--- src/common/smlc_pkg.sv ---
// package for the serial modem line control block: word layout, reset values, offsets
// assumes a single system clock; the host reaches the word over a plain register port
//
// How it works
// - dtr at value 1, spare pin-11 output at 4, rts at 8.
// - secondary rts output at value 2 of the word.
// - differential driver enable at value 128 of the word.
// - secondary carrier detect input reported at value 256.
// - ring indicator input reported at value 512.
// - carrier detect input reported at value 1024.
// - data set ready input reported at value 2048.
// - clear to send input reported at value 4096.
// - a write loads only the low eight bits into the output latches.
// - a read returns whole word: latches plus live input lines.
// - enable one drives differential outputs; zero leaves them undriven.
// - writes never touch inputs; reads take inputs straight from the lines.
// - rts cleared inhibits transmission on that port.
// - after reset: data at mark, rts and dtr on, secondary rts off.
// - cts off stops transmit at next character boundary; on permits it.

// ****************************************************************
// constants
// ****************************************************************
package smlc_pkg;
  localparam int          WORD_W      = 16;
  localparam int          ADDR_W      = 4;
  localparam int          LATCH_W     = 8;
  // register offsets
  localparam logic [3:0]  OFF_LINE    = 4'h0;
  // bit positions of the word
  localparam int          B_DTR       = 0;
  localparam int          B_SRTS      = 1;
  localparam int          B_SPARE     = 2;
  localparam int          B_RTS       = 3;
  localparam int          B_DEN       = 7;
  localparam int          B_SDCD      = 8;
  localparam int          B_RI        = 9;
  localparam int          B_DCD       = 10;
  localparam int          B_DSR       = 11;
  localparam int          B_CTS       = 12;
  // writable latch bits and reset value: dtr and rts on, others off
  localparam logic [7:0]  LATCH_MASK  = 8'h8F;
  localparam logic [7:0]  LATCH_RST   = 8'h09;
  localparam logic [15:0] ZERO_WORD   = 16'h0000;
endpackage : smlc_pkg

--- src/hw/smlc_sync.sv ---
// two flip-flop synchroniser for a group of pin inputs
// assumes the inputs are asynchronous levels from the line receivers
`timescale 1ns/1ps
`default_nettype none
module smlc_sync #(
  parameter int W = 5
) (
  // clock and reset
  input  wire logic         clock,
  input  wire logic         rst_n,
  // lines
  input  wire logic [W-1:0] async_in,
  output logic      [W-1:0] sync_out
);
  logic [W-1:0] meta;

  // first stage read only by the second
  always_ff @(posedge clock) begin
    if (!rst_n) begin
      meta     <= '0;
      sync_out <= '0;
    end else begin
      meta     <= async_in;
      sync_out <= meta;
    end
  end
endmodule : smlc_sync
`default_nettype wire

--- src/hw/smlc_tx_gate.sv ---
// transmit permission: rts off stops the uart at once, clear to send off stops it at character boundaries
// assumes the uart pulses char_boundary between characters
`timescale 1ns/1ps
`default_nettype none
module smlc_tx_gate (
  // clock and reset
  input  wire logic clock,
  input  wire logic rst_n,
  // controls
  input  wire logic rts,
  input  wire logic cts,
  input  wire logic char_boundary,
  // result
  output logic      tx_permit
);
  logic next_tx_permit;

  // rts off stops at once; cts off waits for boundary so a character finishes
  assign next_tx_permit = !rts ? 1'b0 :
                          cts ? 1'b1 :
                          char_boundary ? 1'b0 : tx_permit;

  always_ff @(posedge clock) begin
    if (!rst_n) tx_permit <= 1'b0;
    else        tx_permit <= next_tx_permit;
  end
endmodule : smlc_tx_gate
`default_nettype wire

--- src/hw/smlc_line_ctrl.sv ---
// top of the serial modem line control block: control latches, status snapshot
// assumes pins come from another domain; host port is on clock, read data one cycle later
//
// The strobed register port and the placing of the registers were chosen for this implementation.
`timescale 1ns/1ps
`default_nettype none
module smlc_line_ctrl
  import smlc_pkg::*;
(
  // clock and reset
  input  wire logic              clock,
  input  wire logic              rst_n,
  // host register port
  input  wire logic [ADDR_W-1:0] addr,
  input  wire logic [WORD_W-1:0] wdata,
  input  wire logic              wr,
  input  wire logic              rd,
  output logic      [WORD_W-1:0] rdata,
  // modem input lines
  input  wire logic              cts_in,
  input  wire logic              dsr_in,
  input  wire logic              dcd_in,
  input  wire logic              ri_in,
  input  wire logic              sdcd_in,
  // modem output lines
  output logic                   dtr_out,
  output logic                   srts_out,
  output logic                   spare_out,
  output logic                   rts_out,
  // uart side
  input  wire logic              uart_txd,
  input  wire logic              char_boundary,
  output logic                   txd_out,
  output logic                   tx_permit,
  // differential transmit pair
  output logic                   diff_tx_p,
  output logic                   diff_tx_n,
  output logic                   diff_tx_oe
);
  // ****************************************************************
  // output latches and input snapshot
  // ****************************************************************
  logic [LATCH_W-1:0] latch;
  logic [4:0]         lines;
  logic [WORD_W-1:0]  status_word;
  logic               sel_line;
  logic               diff_driver_enable;

  smlc_sync #(.W(5)) u_sync (
    .clock    (clock),
    .rst_n    (rst_n),
    .async_in ({cts_in, dsr_in, dcd_in, ri_in, sdcd_in}),
    .sync_out (lines)
  );

  // decode
  assign sel_line = (addr == OFF_LINE);

  // word assembly; unassigned bits stay zero
  always_comb begin
    status_word         = ZERO_WORD;
    status_word[B_DTR]  = latch[B_DTR];
    status_word[B_SPARE] = latch[B_SPARE];
    status_word[B_RTS]  = latch[B_RTS];
    status_word[B_SRTS] = latch[B_SRTS];
    status_word[B_DEN]  = latch[B_DEN];
    status_word[B_SDCD] = lines[0];
    status_word[B_RI]   = lines[1];
    status_word[B_DCD]  = lines[2];
    status_word[B_DSR]  = lines[3];
    status_word[B_CTS]  = lines[4];
  end

  // latches take only low byte, masked to assigned bits; inputs never written
  always_ff @(posedge clock) begin
    if (!rst_n)            latch <= LATCH_RST;
    else if (wr && sel_line) latch <= wdata[LATCH_W-1:0] & LATCH_MASK;
  end

  // read data one cycle after strobe, inputs taken live; other addresses read zero
  always_ff @(posedge clock) begin
    if (!rst_n)                rdata <= ZERO_WORD;
    else if (rd && sel_line)   rdata <= status_word;
    else                       rdata <= ZERO_WORD;
  end

  // ****************************************************************
  // line drivers
  // ****************************************************************
  assign dtr_out            = latch[B_DTR];
  assign srts_out           = latch[B_SRTS];
  assign spare_out          = latch[B_SPARE];
  assign rts_out            = latch[B_RTS];
  assign diff_driver_enable = latch[B_DEN];

  smlc_tx_gate u_gate (
    .clock         (clock),
    .rst_n         (rst_n),
    .rts           (latch[B_RTS]),
    .cts           (lines[4]),
    .char_boundary (char_boundary),
    .tx_permit     (tx_permit)
  );

  // idle line held at mark while transmit is not permitted
  always_ff @(posedge clock) begin
    if (!rst_n) txd_out <= 1'b1;
    else        txd_out <= tx_permit ? uart_txd : 1'b1;
  end

  // differential pair driven only while enabled
  assign diff_tx_oe = diff_driver_enable;
  assign diff_tx_p  = txd_out;
  assign diff_tx_n  = ~txd_out;

  // ****************************************************************
  // assertions
  // ****************************************************************
  reset_latch_a: assert property (@(posedge clock) $rose(rst_n) |-> dtr_out && rts_out && !srts_out)
    else $error("reset latch values wrong");
  write_low_a: assert property (@(posedge clock) disable iff (!rst_n)
    wr && sel_line |=> latch == ($past(wdata[7:0]) & LATCH_MASK))
    else $error("write did not load low byte");
  read_cts_a: assert property (@(posedge clock) disable iff (!rst_n)
    rd && sel_line |=> rdata[B_CTS] == $past(lines[4]))
    else $error("cts bit wrong");
  read_dsr_a: assert property (@(posedge clock) disable iff (!rst_n)
    rd && sel_line |=> rdata[B_DSR] == $past(lines[3]) && rdata[B_DCD] == $past(lines[2]))
    else $error("dsr or dcd bit wrong");
  read_ri_a: assert property (@(posedge clock) disable iff (!rst_n)
    rd && sel_line |=> rdata[B_RI] == $past(lines[1]) && rdata[B_SDCD] == $past(lines[0]))
    else $error("ri or sdcd bit wrong");
  read_out_a: assert property (@(posedge clock) disable iff (!rst_n)
    rd && sel_line |=> rdata[3:0] == {$past(rts_out), $past(spare_out), $past(srts_out), $past(dtr_out)})
    else $error("output bits wrong");
  unused_zero_a: assert property (@(posedge clock) disable iff (!rst_n)
    rd |=> rdata[15:13] == 3'h0 && rdata[6:4] == 3'h0)
    else $error("unassigned bits nonzero");
  diff_oe_a: assert property (@(posedge clock) disable iff (!rst_n)
    rd && sel_line |=> rdata[B_DEN] == diff_tx_oe)
    else $error("driver enable mismatch");
  rts_stop_a: assert property (@(posedge clock) disable iff (!rst_n)
    !rts_out |=> !tx_permit)
    else $error("transmit not inhibited");
  cts_hold_a: assert property (@(posedge clock) disable iff (!rst_n)
    tx_permit && !lines[4] && !char_boundary && rts_out |=> tx_permit)
    else $error("transmit stopped mid character");

  // ****************************************************************
  // assertion helpers
  // ****************************************************************
  // edges since reset, so the synchroniser check skips its flush
  logic [1:0] settle;

  // saturates at three; only assertions read it
  always_ff @(posedge clock) begin
    if (!rst_n)              settle <= 2'h0;
    else if (settle != 2'h3) settle <= settle + 2'h1;
  end

  // ****************************************************************
  // assertions on the output latches
  // ****************************************************************

  // each output pin is its latch bit, so a write shows one edge later
  dtr_pin_a: assert property (@(posedge clock) disable iff (!rst_n)
    wr && sel_line |=> dtr_out == $past(wdata[B_DTR]))
    else $error("dtr pin did not follow write");

  // spare pin-11 output follows its bit
  spare_pin_a: assert property (@(posedge clock) disable iff (!rst_n)
    wr && sel_line |=> spare_out == $past(wdata[B_SPARE]))
    else $error("spare pin did not follow write");

  // rts follows its bit
  rts_pin_a: assert property (@(posedge clock) disable iff (!rst_n)
    wr && sel_line |=> rts_out == $past(wdata[B_RTS]))
    else $error("rts pin did not follow write");

  // secondary rts follows its bit
  srts_pin_a: assert property (@(posedge clock) disable iff (!rst_n)
    wr && sel_line |=> srts_out == $past(wdata[B_SRTS]))
    else $error("secondary rts pin did not follow write");

  // driver enable follows its bit
  den_pin_a: assert property (@(posedge clock) disable iff (!rst_n)
    wr && sel_line |=> diff_tx_oe == $past(wdata[B_DEN]))
    else $error("driver enable did not follow write");

  // without a write the latches keep their value
  hold_latch_a: assert property (@(posedge clock) disable iff (!rst_n)
    !wr |=> $stable(latch))
    else $error("latch changed without a write");

  // a write elsewhere leaves the latches alone
  unmapped_wr_a: assert property (@(posedge clock) disable iff (!rst_n)
    wr && !sel_line |=> $stable(latch))
    else $error("unmapped write reached the latch");

  // latch bits without a line never become set
  high_bits_a: assert property (@(posedge clock) disable iff (!rst_n)
    latch[6:4] == 3'h0)
    else $error("unassigned latch bit set");

  // ****************************************************************
  // assertions on the read word
  // ****************************************************************

  // secondary rts read back from its latch
  read_srts_a: assert property (@(posedge clock) disable iff (!rst_n)
    rd && sel_line |=> rdata[B_SRTS] == $past(latch[B_SRTS]))
    else $error("secondary rts bit wrong");

  // driver enable read back from its latch
  read_den_a: assert property (@(posedge clock) disable iff (!rst_n)
    rd && sel_line |=> rdata[B_DEN] == $past(latch[B_DEN]))
    else $error("enable bit wrong");

  // dtr read back from its latch
  read_dtr_a: assert property (@(posedge clock) disable iff (!rst_n)
    rd && sel_line |=> rdata[B_DTR] == $past(latch[B_DTR]))
    else $error("dtr bit wrong");

  // rts read back from its latch
  read_rts_a: assert property (@(posedge clock) disable iff (!rst_n)
    rd && sel_line |=> rdata[B_RTS] == $past(latch[B_RTS]))
    else $error("rts bit wrong");

  // spare read back from its latch
  read_spare_a: assert property (@(posedge clock) disable iff (!rst_n)
    rd && sel_line |=> rdata[B_SPARE] == $past(latch[B_SPARE]))
    else $error("spare bit wrong");

  // secondary carrier detect taken from the synchronised line
  read_sdcd_a: assert property (@(posedge clock) disable iff (!rst_n)
    rd && sel_line |=> rdata[B_SDCD] == $past(lines[0]))
    else $error("secondary carrier bit wrong");

  // carrier detect taken from the synchronised line
  read_dcd_a: assert property (@(posedge clock) disable iff (!rst_n)
    rd && sel_line |=> rdata[B_DCD] == $past(lines[2]))
    else $error("carrier bit wrong");

  // read data stand for one cycle only, then fall back to zero
  idle_zero_a: assert property (@(posedge clock) disable iff (!rst_n)
    !(rd && sel_line) |=> rdata == ZERO_WORD)
    else $error("read data outside read cycle");

  // reads elsewhere give zero
  unmapped_rd_a: assert property (@(posedge clock) disable iff (!rst_n)
    rd && !sel_line |=> rdata == ZERO_WORD)
    else $error("unmapped read nonzero");

  // inputs reach the word two edges after the pins, never from a stored copy
  read_live_a: assert property (@(posedge clock) disable iff (!rst_n)
    settle == 2'h3 |-> lines == $past({cts_in, dsr_in, dcd_in, ri_in, sdcd_in}, 2))
    else $error("input lines not live");

  // ****************************************************************
  // assertions on the transmit path
  // ****************************************************************

  // line idles at mark while transmit is not permitted
  txd_mark_a: assert property (@(posedge clock) disable iff (!rst_n)
    !tx_permit |=> txd_out)
    else $error("line not at mark while inhibited");

  // uart data pass while permitted
  txd_follow_a: assert property (@(posedge clock) disable iff (!rst_n)
    tx_permit |=> txd_out == $past(uart_txd))
    else $error("uart data not passed");

  // permission never stands without rts the edge before
  permit_rts_a: assert property (@(posedge clock) disable iff (!rst_n)
    tx_permit |-> $past(rts_out))
    else $error("permit without rts");

  // cts on with rts grants permission next edge
  cts_grant_a: assert property (@(posedge clock) disable iff (!rst_n)
    rts_out && lines[4] |=> tx_permit)
    else $error("transmit not permitted");

  // cts off stops at the boundary
  cts_stop_a: assert property (@(posedge clock) disable iff (!rst_n)
    tx_permit && !lines[4] && char_boundary |=> !tx_permit)
    else $error("transmit not stopped at boundary");

  // permission only rises when cts was on
  permit_rise_a: assert property (@(posedge clock) disable iff (!rst_n)
    $rose(tx_permit) |-> $past(lines[4]))
    else $error("permit rose without cts");

  // the pair carries the line data while driven
  diff_pair_a: assert property (@(posedge clock) disable iff (!rst_n)
    diff_tx_oe |-> diff_tx_p == txd_out && diff_tx_n != txd_out)
    else $error("pair data wrong");

  // ****************************************************************
  // assertions on reset
  // ****************************************************************

  // reset puts the line at mark and withdraws permission
  reset_txd_a: assert property (@(posedge clock)
    !rst_n |=> txd_out && !tx_permit)
    else $error("reset line state wrong");

  // reset leaves the pair undriven and the secondary lines off
  reset_den_a: assert property (@(posedge clock)
    !rst_n |=> !diff_tx_oe && !spare_out && !srts_out)
    else $error("reset enable state wrong");
  cov_write_c: cover property (@(posedge clock) wr && sel_line);
  cov_read_c: cover property (@(posedge clock) rd && sel_line ##1 rdata[B_CTS]);
  cov_stop_c: cover property (@(posedge clock) tx_permit ##1 !tx_permit);
  cov_den_c: cover property (@(posedge clock) wr && sel_line ##1 diff_tx_oe);
  cov_bound_c: cover property (@(posedge clock) tx_permit && !lines[4] && char_boundary);
endmodule : smlc_line_ctrl
`default_nettype wire

--- config.mk ---
export PLATFORM = sky130hd
export DESIGN_NAME = smlc_line_ctrl
export DESIGN_NICKNAME = d
export VERILOG_FILES = /design/src/common/smlc_pkg.sv /design/src/hw/smlc_sync.sv /design/src/hw/smlc_tx_gate.sv /design/src/hw/smlc_line_ctrl.sv
export SDC_FILE = /design/constraint.sdc
export NUM_CORES = 1
export LEC_CHECK = 0
export BUFFER_PORTS_ARGS = -buffer_cell sky130_fd_sc_hd__buf_2
export CORE_MARGIN = 4
export CORE_UTILIZATION = 43
export DETAILED_ROUTE_END_ITERATION = 10
export PLACE_DENSITY = 0.93
export SLEW_MARGIN = 25
export SYNTH_ARGS = -nofsm -noshare
export SYNTH_HDL_FRONTEND = slang
export SYNTH_HIERARCHICAL = 1
export SYNTH_SLANG_ARGS = --single-unit
--- constraint.sdc ---
create_clock -name clock -period 1.82 [get_ports clock]
set_clock_uncertainty 0.2 [all_clocks]
set_input_delay 0 -clock clock [delete_from_list [all_inputs] [get_ports clock]]
set_output_delay 0 -clock clock [all_outputs]
set_load 0.01 [all_outputs]
; ---- Word-level counts from Yosys, hierarchy flattened
; Cells that the tools add are included.
[word_totals]
regBits = 33
inputBits = 31
wordCells = 17
[op_classes]
n_mux = 2
n_bitwise = 1
n_reduce_logical = 7
[op_table]
columns = op, n
row1 = AND reduction 2 bit, 3
row2 = zero test 4 bit, 1
row3 = logical AND 1 bit, 2
row4 = 2-to-1 mux 1 bit, 2
row5 = nonzero test 2 bit, 1
row6 = inverter 1 bit, 1

; ---- Logic depth before layout (Yosys ltp)
; Gate-level depths: netlist of run 1.
[depth]
depth_word = 3
ltp_mapped = 4
ltp_nobuf = 3

; ---- By module
; Netlist of run 1, hierarchy kept.
[by_module_without_submodules]
columns = module, n_inst, cells_per_inst, area_each_um2
row1 = smlc_line_ctrl, 1, 56, 586.8
row2 = smlc_sync, 1, 20, 262.8
row3 = smlc_tx_gate, 1, 3, 36.3

; ---- Least setup slack after synthesis of run 1
; No wires, ideal clock.
[synth_path]
path_kind = input to register
from = in addr[3]
to = reg rdata[3]
setup_time_ns = 0.058
arrival_ns = 0.792
required_time_ns = 1.562
path_slack_ns = 0.771
path_stages = 4
path_buffers = 1
cell_sequence = nor4_4 > and3_1 > buf_6 > and2_2
[synth_between]
elab_chain_len = 3
[synth_rtl]
columns = item, line
row1 = start: declaration, smlc_line_ctrl.sv:14  ; input wire logic [ADDR_W-1:0] addr,
row2 = zero test 4 bit, smlc_line_ctrl.sv:57  ; assign sel_line = (addr == OFF_LINE);
row3 = logical AND 1 bit, smlc_line_ctrl.sv:83  ; else if (rd && sel_line) rdata <= status_word;
row4 = AND reduction 2 bit (no source line), --
row5 = end signal: assignment, smlc_line_ctrl.sv:83
row6 = end: declaration, smlc_line_ctrl.sv:18  ; output logic [WORD_W-1:0] rdata,
; Every way passes these cells.
; A chain may end at the register's enable or synchronous reset.

==> results of run 1 <==
[worst max path at each step]
stage	to	slack (ns)	depth (start not counted)
after floorplan	rdata[3]	0.77	4
after global placement	rdata[8]	0.56	4
after detailed placement	rdata[12]	0.51	4
after CTS	latch[1]	0.30	5
after global routing	latch[1]	0.20	5
final	latch[1]	0.28	5
[power by group through the flow]
stage               sequential, mW  clock, mW  combinational, mW
floorplan                    0.623          0             0.0318
global placement             0.621          0             0.0524
detailed placement           0.622          0             0.0543
CTS                          0.609      0.242             0.0883
global route                 0.612      0.271             0.0999
finish                       0.610      0.242             0.0918
[cell type report]
class	instances	area, µm²	share of cell area (%)
sequential	27	541	40.1
timing repair buffer	64	450	33.4
multi-input combinational	45	285	21.2
tap	27	33.8	2.51
clock buffer	4	26.3	1.95
inverter	3	11.3	0.836
[cells in the mapped netlist]
cell type / count
clkbuf_1: 1
nand3_1: 2
buf_4: 7
and2_2: 8
inv_1: 3
nor2b_1: 1
o211ai_1: 2
and2_1: 13
o21ai_0: 3
nand2_1: 3
dfxtp_1: 27
buf_6: 1
nand3b_1: 1
o211a_1: 1
nand4_1: 3
nor4_4: 1
conb_1: 1
and3_1: 1
[cells by family (layout without fill, tap and decap cells)]
kind of cell / Yosys count / count (layout) / share of synthesized area (%)
AOI/OAI and AO/OA: 6 / 6 / 4.52
and+or+nand+nor: 33 / 33 / 25.1
DFF: 27 / 27 / 61.0
buffers and inverters: 12 / 71 / 8.90
other: 1 / 6 / 0.423
[metal layers]
metal | routed length, µm | part of all wire, % | vias to the layer above | GRT usage (%)
met4 | 97 | 4.5 | 0 | 14.0
met2 | 1170 | 54 | 34 | 30.0
li1 | - | - | 369 | -
met5 | 0 | 0 | - | 0
met1 | 756 | 35 | 336 | 16.2
met3 | 144 | 6.6 | 8 | 1.69
[critical path: cells and delay by family]
| family | cells | cell delay, ns |
|---|---|---|
| AO/OA/AOI/OAI | 1 | 0.07 |
| buffers and inverters | 3 | 1.37 |
| AND/OR/NAND/NOR | 1 | 0.14 |
[state kept, by name, indices dropped and copies added (netlist names)]
register	count
rdata	10
latch	5
u_sync/meta	5
u_sync/sync_out	5
diff_tx_p	1
u_gate/tx_permit	1
[repair_timing]
item,CTS,global route
setup buffers,0,0
setup endpoints to repair,0,0
hold buffers,26,0
endpoints found under the hold margin,17,0
==> results by stage, run 1 <==
Status:
- The flow ran to the end, and the final reports show no timing, DRC or antenna violations.

Place:
- The global placement routability congestion is about 0.55.
- The standard cell area after detailed placement is roughly 1100 µm².
- The count of buffers added on input and output ports is 38.
- The number of cells after detailed placement is 140.
- The worst setup slack before clock tree synthesis is 0.513 ns.
- The detailed-placement wirelength estimate is 1150 µm.

Min path:
- The startpoint of the worst hold path is rd.
- The worst hold path belongs to the class primary input to register.
- The worst hold path passes through 3 cells.
- The worst hold path endpoint is rdata[1].

Timing:
- In the post-route analysis, the smallest setup slack over all paths is between 0.2 and 0.3 ns.
- The max-slew violation count was 0.
- The number of hold violations in the final report is 0.
- The count of final setup violators is 0.
- For the final routed database, the setup TNS stands at 0 ns.
- The top achievable clock speed is 651 MHz.
- The final critical path takes up 84.3% of the cycle.
- Setup repair after global routing left no endpoint under its margin.
- Subtracting the final worst setup slack from the clock period gives 1.54 ns.
- Across all hold checks on the routed design, the worst slack comes to 0.0294 ns.

GRT:
- The first-pass GRT wire length is 3260 µm.
- The initial antenna violation count was 0.
- The number of global-route vias before repair was 716.
- The overall track demand over capacity in global routing is 16.4%.
- The sum of overflow across all layers after global routing is 0.
- The largest net degree at the start of global routing is 22.

CTS:
- The cell at the root of the clock tree is clkbuf_4.
- The clock edge transition at the registers on the reported setup and hold paths is 0.13 ns.
- The number of clock buffers inserted by TritonCTS is 3.
- Counting along the longest clock path gives a buffer depth of 2.
- In this run the number of H-tree levels came out at 1.
- Gates resized during post-CTS repair numbered 0.
- The TritonCTS clock tree is built.
- The CTS sink count is 27.
- The clock reaches the later pin of the worst-skew pair after between 0.3 and 0.4 ns.

Layout:
- The design area is approximately 1300 µm².
- The filler cell count in the final layout is roughly 130.
- The finished layout holds 170 standard cells, fillers aside.
- The net count of the finished layout is roughly 180.
- In the layout the commonest cells are 38 x buf_2, 27 x dfxtp_1, 26 x dlygate4sd3_1.
- 0 antenna diodes ended up in the layout.
- The most common cell after layout, fill and taps aside is buf_2.
- Cells with a size suffix above 1 make up 35.0% of the layout.
- The core occupancy in the finished layout is 68.7%.
- Compared with the post-synthesis result, the final layout area differs by 52.1%.

Route:
- The first-pass iteration count of the detailed router is 4.
- The count of nets left with antenna violations after detail routing is 0.
- The residual DRC count is 0.
- The via count is about 750.
- For this block, the routed nets add up to 2170 µm of wire.
- After detailed routing, the average wire length per cell comes to ~13 µm.
- The detailed router's first-iteration violation count is 9.
- Using the TritonRoute via totals, the vias-per-cell ratio works out to about 4.4.

Logic synthesis:
- The number of cells produced by synthesis is 79.
- Yosys printed 6 warnings.
- The area of the mapped netlist is 886 µm².
- The portion of synthesized cell area occupied by the leading cell type is 61.0%.
- Counting flops and latches in the post-synthesis netlist gives 27.
- The number of different library cells in the post-synthesis netlist is 18.
- The register area share after synthesis is 61.0%.
- By area the synthesized netlist is led by dfxtp_1 61%, and2_1 9.2%, and2_2 6.8%, buf_4 5.9%, nor4_4 2.4%.
- The synthesized area per cell is 11.2 µm².
- The cell type contributing the most total cell area after synthesis is dfxtp_1.

Power:
- The post-layout total power is 944 µW.
- Sequential cells burn 64.6% of the power.
- Per report_power, the combinational group accounts for about a tenth of the total.
- The proportion of total power due to net switching is 21.0%.
- The clock network accounts for 25.7% of the total power.
- In this run the power spent charging and discharging nets is 198 µW.
- Internal power comes to 746 µW.
- Summed over all cells, the static leakage comes to 0.652 nW.
- The power density of the placed cells is ~700 nW/µm².
- The maximum vdd drop is 0.444 mV.

Worst setup path:
- In this run the critical register-to-register path is launched from u_gate/tx_permit.
- The most numerous cell type found on the critical path is dlygate4sd3_1.
- The critical path goes through dlygate4sd3_1, buf_2, nand4_1, dlygate4sd3_1, o21ai_0.
- The startpoint type of the worst setup path is a primary input.
- For this run, the slowest stage of the critical path takes 0.57 ns.
- The number of cells traversed by the worst register-to-register path is 3.
- The worst register-to-register path ends at u_gate/tx_permit.
- The flop-to-flop setup slack is approximately 0.31 ns.
- Among all stages on the critical path, the largest delay is contributed by dlygate4sd3_1.
- Of all nets on the critical path, the largest fanout is 21.
- The arrival time of data at the critical path endpoint is about 1.6 ns.
- The kind of critical path is primary input to register.
- The data required time of the worst path is 1.87 ns.
- Tracing the worst setup path back leads to its startpoint at rst_n.
- STA classifies the critical path endpoint as a register.

Die:
- The number of placement rows is 16.
- The area of the die is 2850 µm².
- The chip width is roughly 53 µm.
- The vertical die dimension is 53.4 µm.
- The starting utilization of the core area is between 40 and 50%.
- 56 I/O pins were placed.
- The region available for standard cell placement spans 1960 µm².

Job:
- The number of violations of the max-capacitance limit is 0.
(Power assumes the default switching activity.)
==> run 2, diff against run 1 <==
Settings changed: CORE_UTILIZATION 43 to 36, PLACE_DENSITY 0.93 to 0.84.
Clock period 1.82 ns to 1.3 ns, I/O delays scaled along.
==> run 2 against run 1 <==
Net effect: the run now ends with negative hold slack left; final cell count down 3.5%; sequential power up 40%; clock-buffer cell count unchanged; die area up 16%; critical path depth down 4; design area down 4.8%; setup slack worse by 0.079 ns; sequential share of layout area up 2.0 points; flip-flop and latch count unchanged; global-route usage down 3.7 points; critical path type is now register to output port.
==> results by stage, run 2 (synthesis gave the netlist of run 1 again) <==
Power:
- Combinational logic is responsible for 9.3% of the overall power.
- The power density of the placed cells is 1040 nW/µm².
- The clock group share of total power is 26.7%.
- The analysis attributes to net switching a power of 292 µW.
- The design draws 1.33 mW.
- VDD sags by at most 0.671 mV.
- The cell leakage power is 0.642 nW.
- Internal power comes to between 1 and 1.5 mW.
- The fraction of power consumed by sequential logic is approximately 64%.
- Net switching is 22.0% of the power.

Timing:
- The count of final setup violators is 0.
- The number of hold violations in the final report came to 8.
- Setup repair after global routing left no endpoint under its margin.
- The max-slew violation count is 0.
- Across all hold checks on the routed design, the worst slack comes to -0.263 ns.
- The share of the clock period used by the worst path is 84.1%.
- For the finished layout, the period the worst path requires is 1.09 ns.
- The top achievable clock speed is 914 MHz.
- For the final routed database, the setup TNS stands at 0 ns.

Place:
- After detailed placement, the total cell area comes to approximately 1100 µm².
- The detailed-placement wirelength estimate is 1210 µm.
- The congestion estimate from routability-driven global placement came to 0.827.
- Port buffering added 38 buffers.

Worst setup path:
- The sort of element at the end of the critical path is an output port.
- The data required time of the worst path is 1.10 ns.
- The arrival time of data at the critical path endpoint is 0.89 ns.
- The number of cells traversed by the worst register-to-register path is 2.
- The number of buffer and inverter stages on the critical path is 1.
- The signal on the critical path passes through buf_2.
- The kind of cell adding the most delay to the critical path is flip-flops.
- The flop-to-flop setup slack is approximately 0.34 ns.
- On the critical path, the stage with the largest delay is an instance of dfxtp_1.
- The startpoint type of the worst setup path is a register.
- The worst register-to-register path ends at u_gate/tx_permit.
- The reg-to-reg critical path startpoint is u_gate/tx_permit.
- The biggest fanout along the worst timing path is 4.
- The kind of critical path is register to output port.
- The peak per-stage delay on the critical path is 0.41 ns.

Route:
- The first-pass iteration count of the detailed router is 4.
- The first routing iteration left 13 violations.
- In this run the remaining antenna-violating nets after routing total 0.
- Across all layers, the routed design uses ~740 vias.
- The total routed wirelength is 2040 µm.
- Dividing the detail-routed via count by the number of cells gives between 4 and 5.
- The residual DRC count is 0.
- In the final routed layout, each cell accounts on average for 12.4 µm.

Die:
- The floorplan has 17 rows.
- The vertical die dimension is 57.6 µm.
- The area of the placeable core is 2280 µm².
- The starting utilization of the core area is 38.9%.
- The area of the die is between 3000 and 4000 µm².
- 56 I/O pins were placed.
- The chip width is 57.6 µm.

Layout:
- The number of flip-flops in the largest register is 10.
- 0 antenna diodes ended up in the layout.
- In the final layout, the share of cells above drive strength 1 is slightly below 40%.
- The area growth from synthesis to final layout is 44.8%.
- The register with the most flip-flops is rdata.
- Cells fill 56.3% of the core in the end.
- The number of nets in the layout is 168.
- Leaving out fill and tap cells, the most frequent cells in the layout are 38 x buf_2, 27 x dfxtp_1, 15 x dlygate4sd3_1.
- The most common cell after layout, fill and taps aside is buf_2.
- The finished cells cover approximately 1300 µm².

CTS:
- Clock tree synthesis inserted a total of 3 buffers.
- The number of buffers inserted by post-CTS setup repair is 0.
- At the later pin of the worst-skew pair, clock insertion delay measures 0.32 ns.
- The clock edge transition at the registers on the reported setup and hold paths is 0.14 ns.
- Counting along the longest clock path gives a buffer depth of 2.
- The H-tree level count is 1.
- The CTS sink count is 27.
- TritonCTS built the clock tree.
- The tree is rooted in a clkbuf_4.

GRT:
- The initial antenna violation count is 0.
- The first-pass GRT wire length is 3200 µm.
- The largest net degree at the start of global routing is 15.
- Global routing finished with a remaining overflow of 0.
- The number of global-route vias before repair was 698.
- In the global route stage, overall resource usage came out at around 13%.

Status:
- The flow ran to the end, but the final reports show violations.
- The final reports fail on negative hold slack.

Job:
- The number of violations of the max-capacitance limit is 0.

Min path:
- Counting instances, the worst hold path has a depth of 2.
- The worst hold path endpoint is u_sync/meta[4].
- The path category of the worst min-delay check is primary input to register.
- In this run the most critical hold path is launched from rst_n.
[run 2: cell types whose count changed in the layout (fill, tap and decap cells not counted), sizes merged]
cell / previous run / this run
buf: 38 / 40
dlygate4sd3: 26 / 15
dlymetal6s4s: 0 / 2
[run 2: layer usage]
metal / global-route usage, % / part of all wire (%) / vias up
li1: - / - / 355
met1: 12.0 / 34 / 338
met2: 24.8 / 52 / 39
met3: 1.81 / 8.6 / 11
met4: 8.28 / 4.6 / 0
met5: 0 / 0 / -
[run 2: cell type report]
type	instances	area, µm²
fill	180	993
inverter	3	11.3
sequential	27	541
tap	28	35.0
timing repair buffer	57	380
clock buffer	4	26.3
multi-input combinational	45	289
[run 2: what timing repair did]
| action | 4_1_cts | 5_1_grt |
|---|---|---|
| gates resized for setup | 0 | 4 |
| hold buffers | 16 | 2 |
| hold endpoints to repair | 17 | 8 |
| endpoints found under the setup margin | 0 | 4 |
[run 2: worst max-delay path by stage]
stage | from | to | cells past startpoint
6_report | latch[3] | rts_out | 1
4_1_cts | wdata[2] | latch[2] | 5
5_1_grt | wr | latch[1] | 4
3_5_place_dp | addr[3] | rdata[8] | 4
2_1_floorplan | addr[3] | rdata[3] | 4
3_3_place_gp | addr[3] | rdata[9] | 4
[run 2: metrics by stage]
stage	instances	setup slack [ns]	hold WS, ns
global route	164	0.165	-0.240
CTS	163	0.0198	-0.254
finish	164	0.206	-0.263
floorplan	84	0.251	-0.0941
detailed placement	143	0.00344	-0.00988
global placement	143	0.0706	-0.0118
[run 2: power groups by stage]
stage / Combinational (mW) / Sequential, mW / Clock, mW
floorplan: 0.0445 / 0.872 / 0
detailed placement: 0.0803 / 0.871 / 0
global placement: 0.0776 / 0.870 / 0
CTS: 0.114 / 0.852 / 0.349
global route: 0.135 / 0.855 / 0.387
finish: 0.123 / 0.853 / 0.355
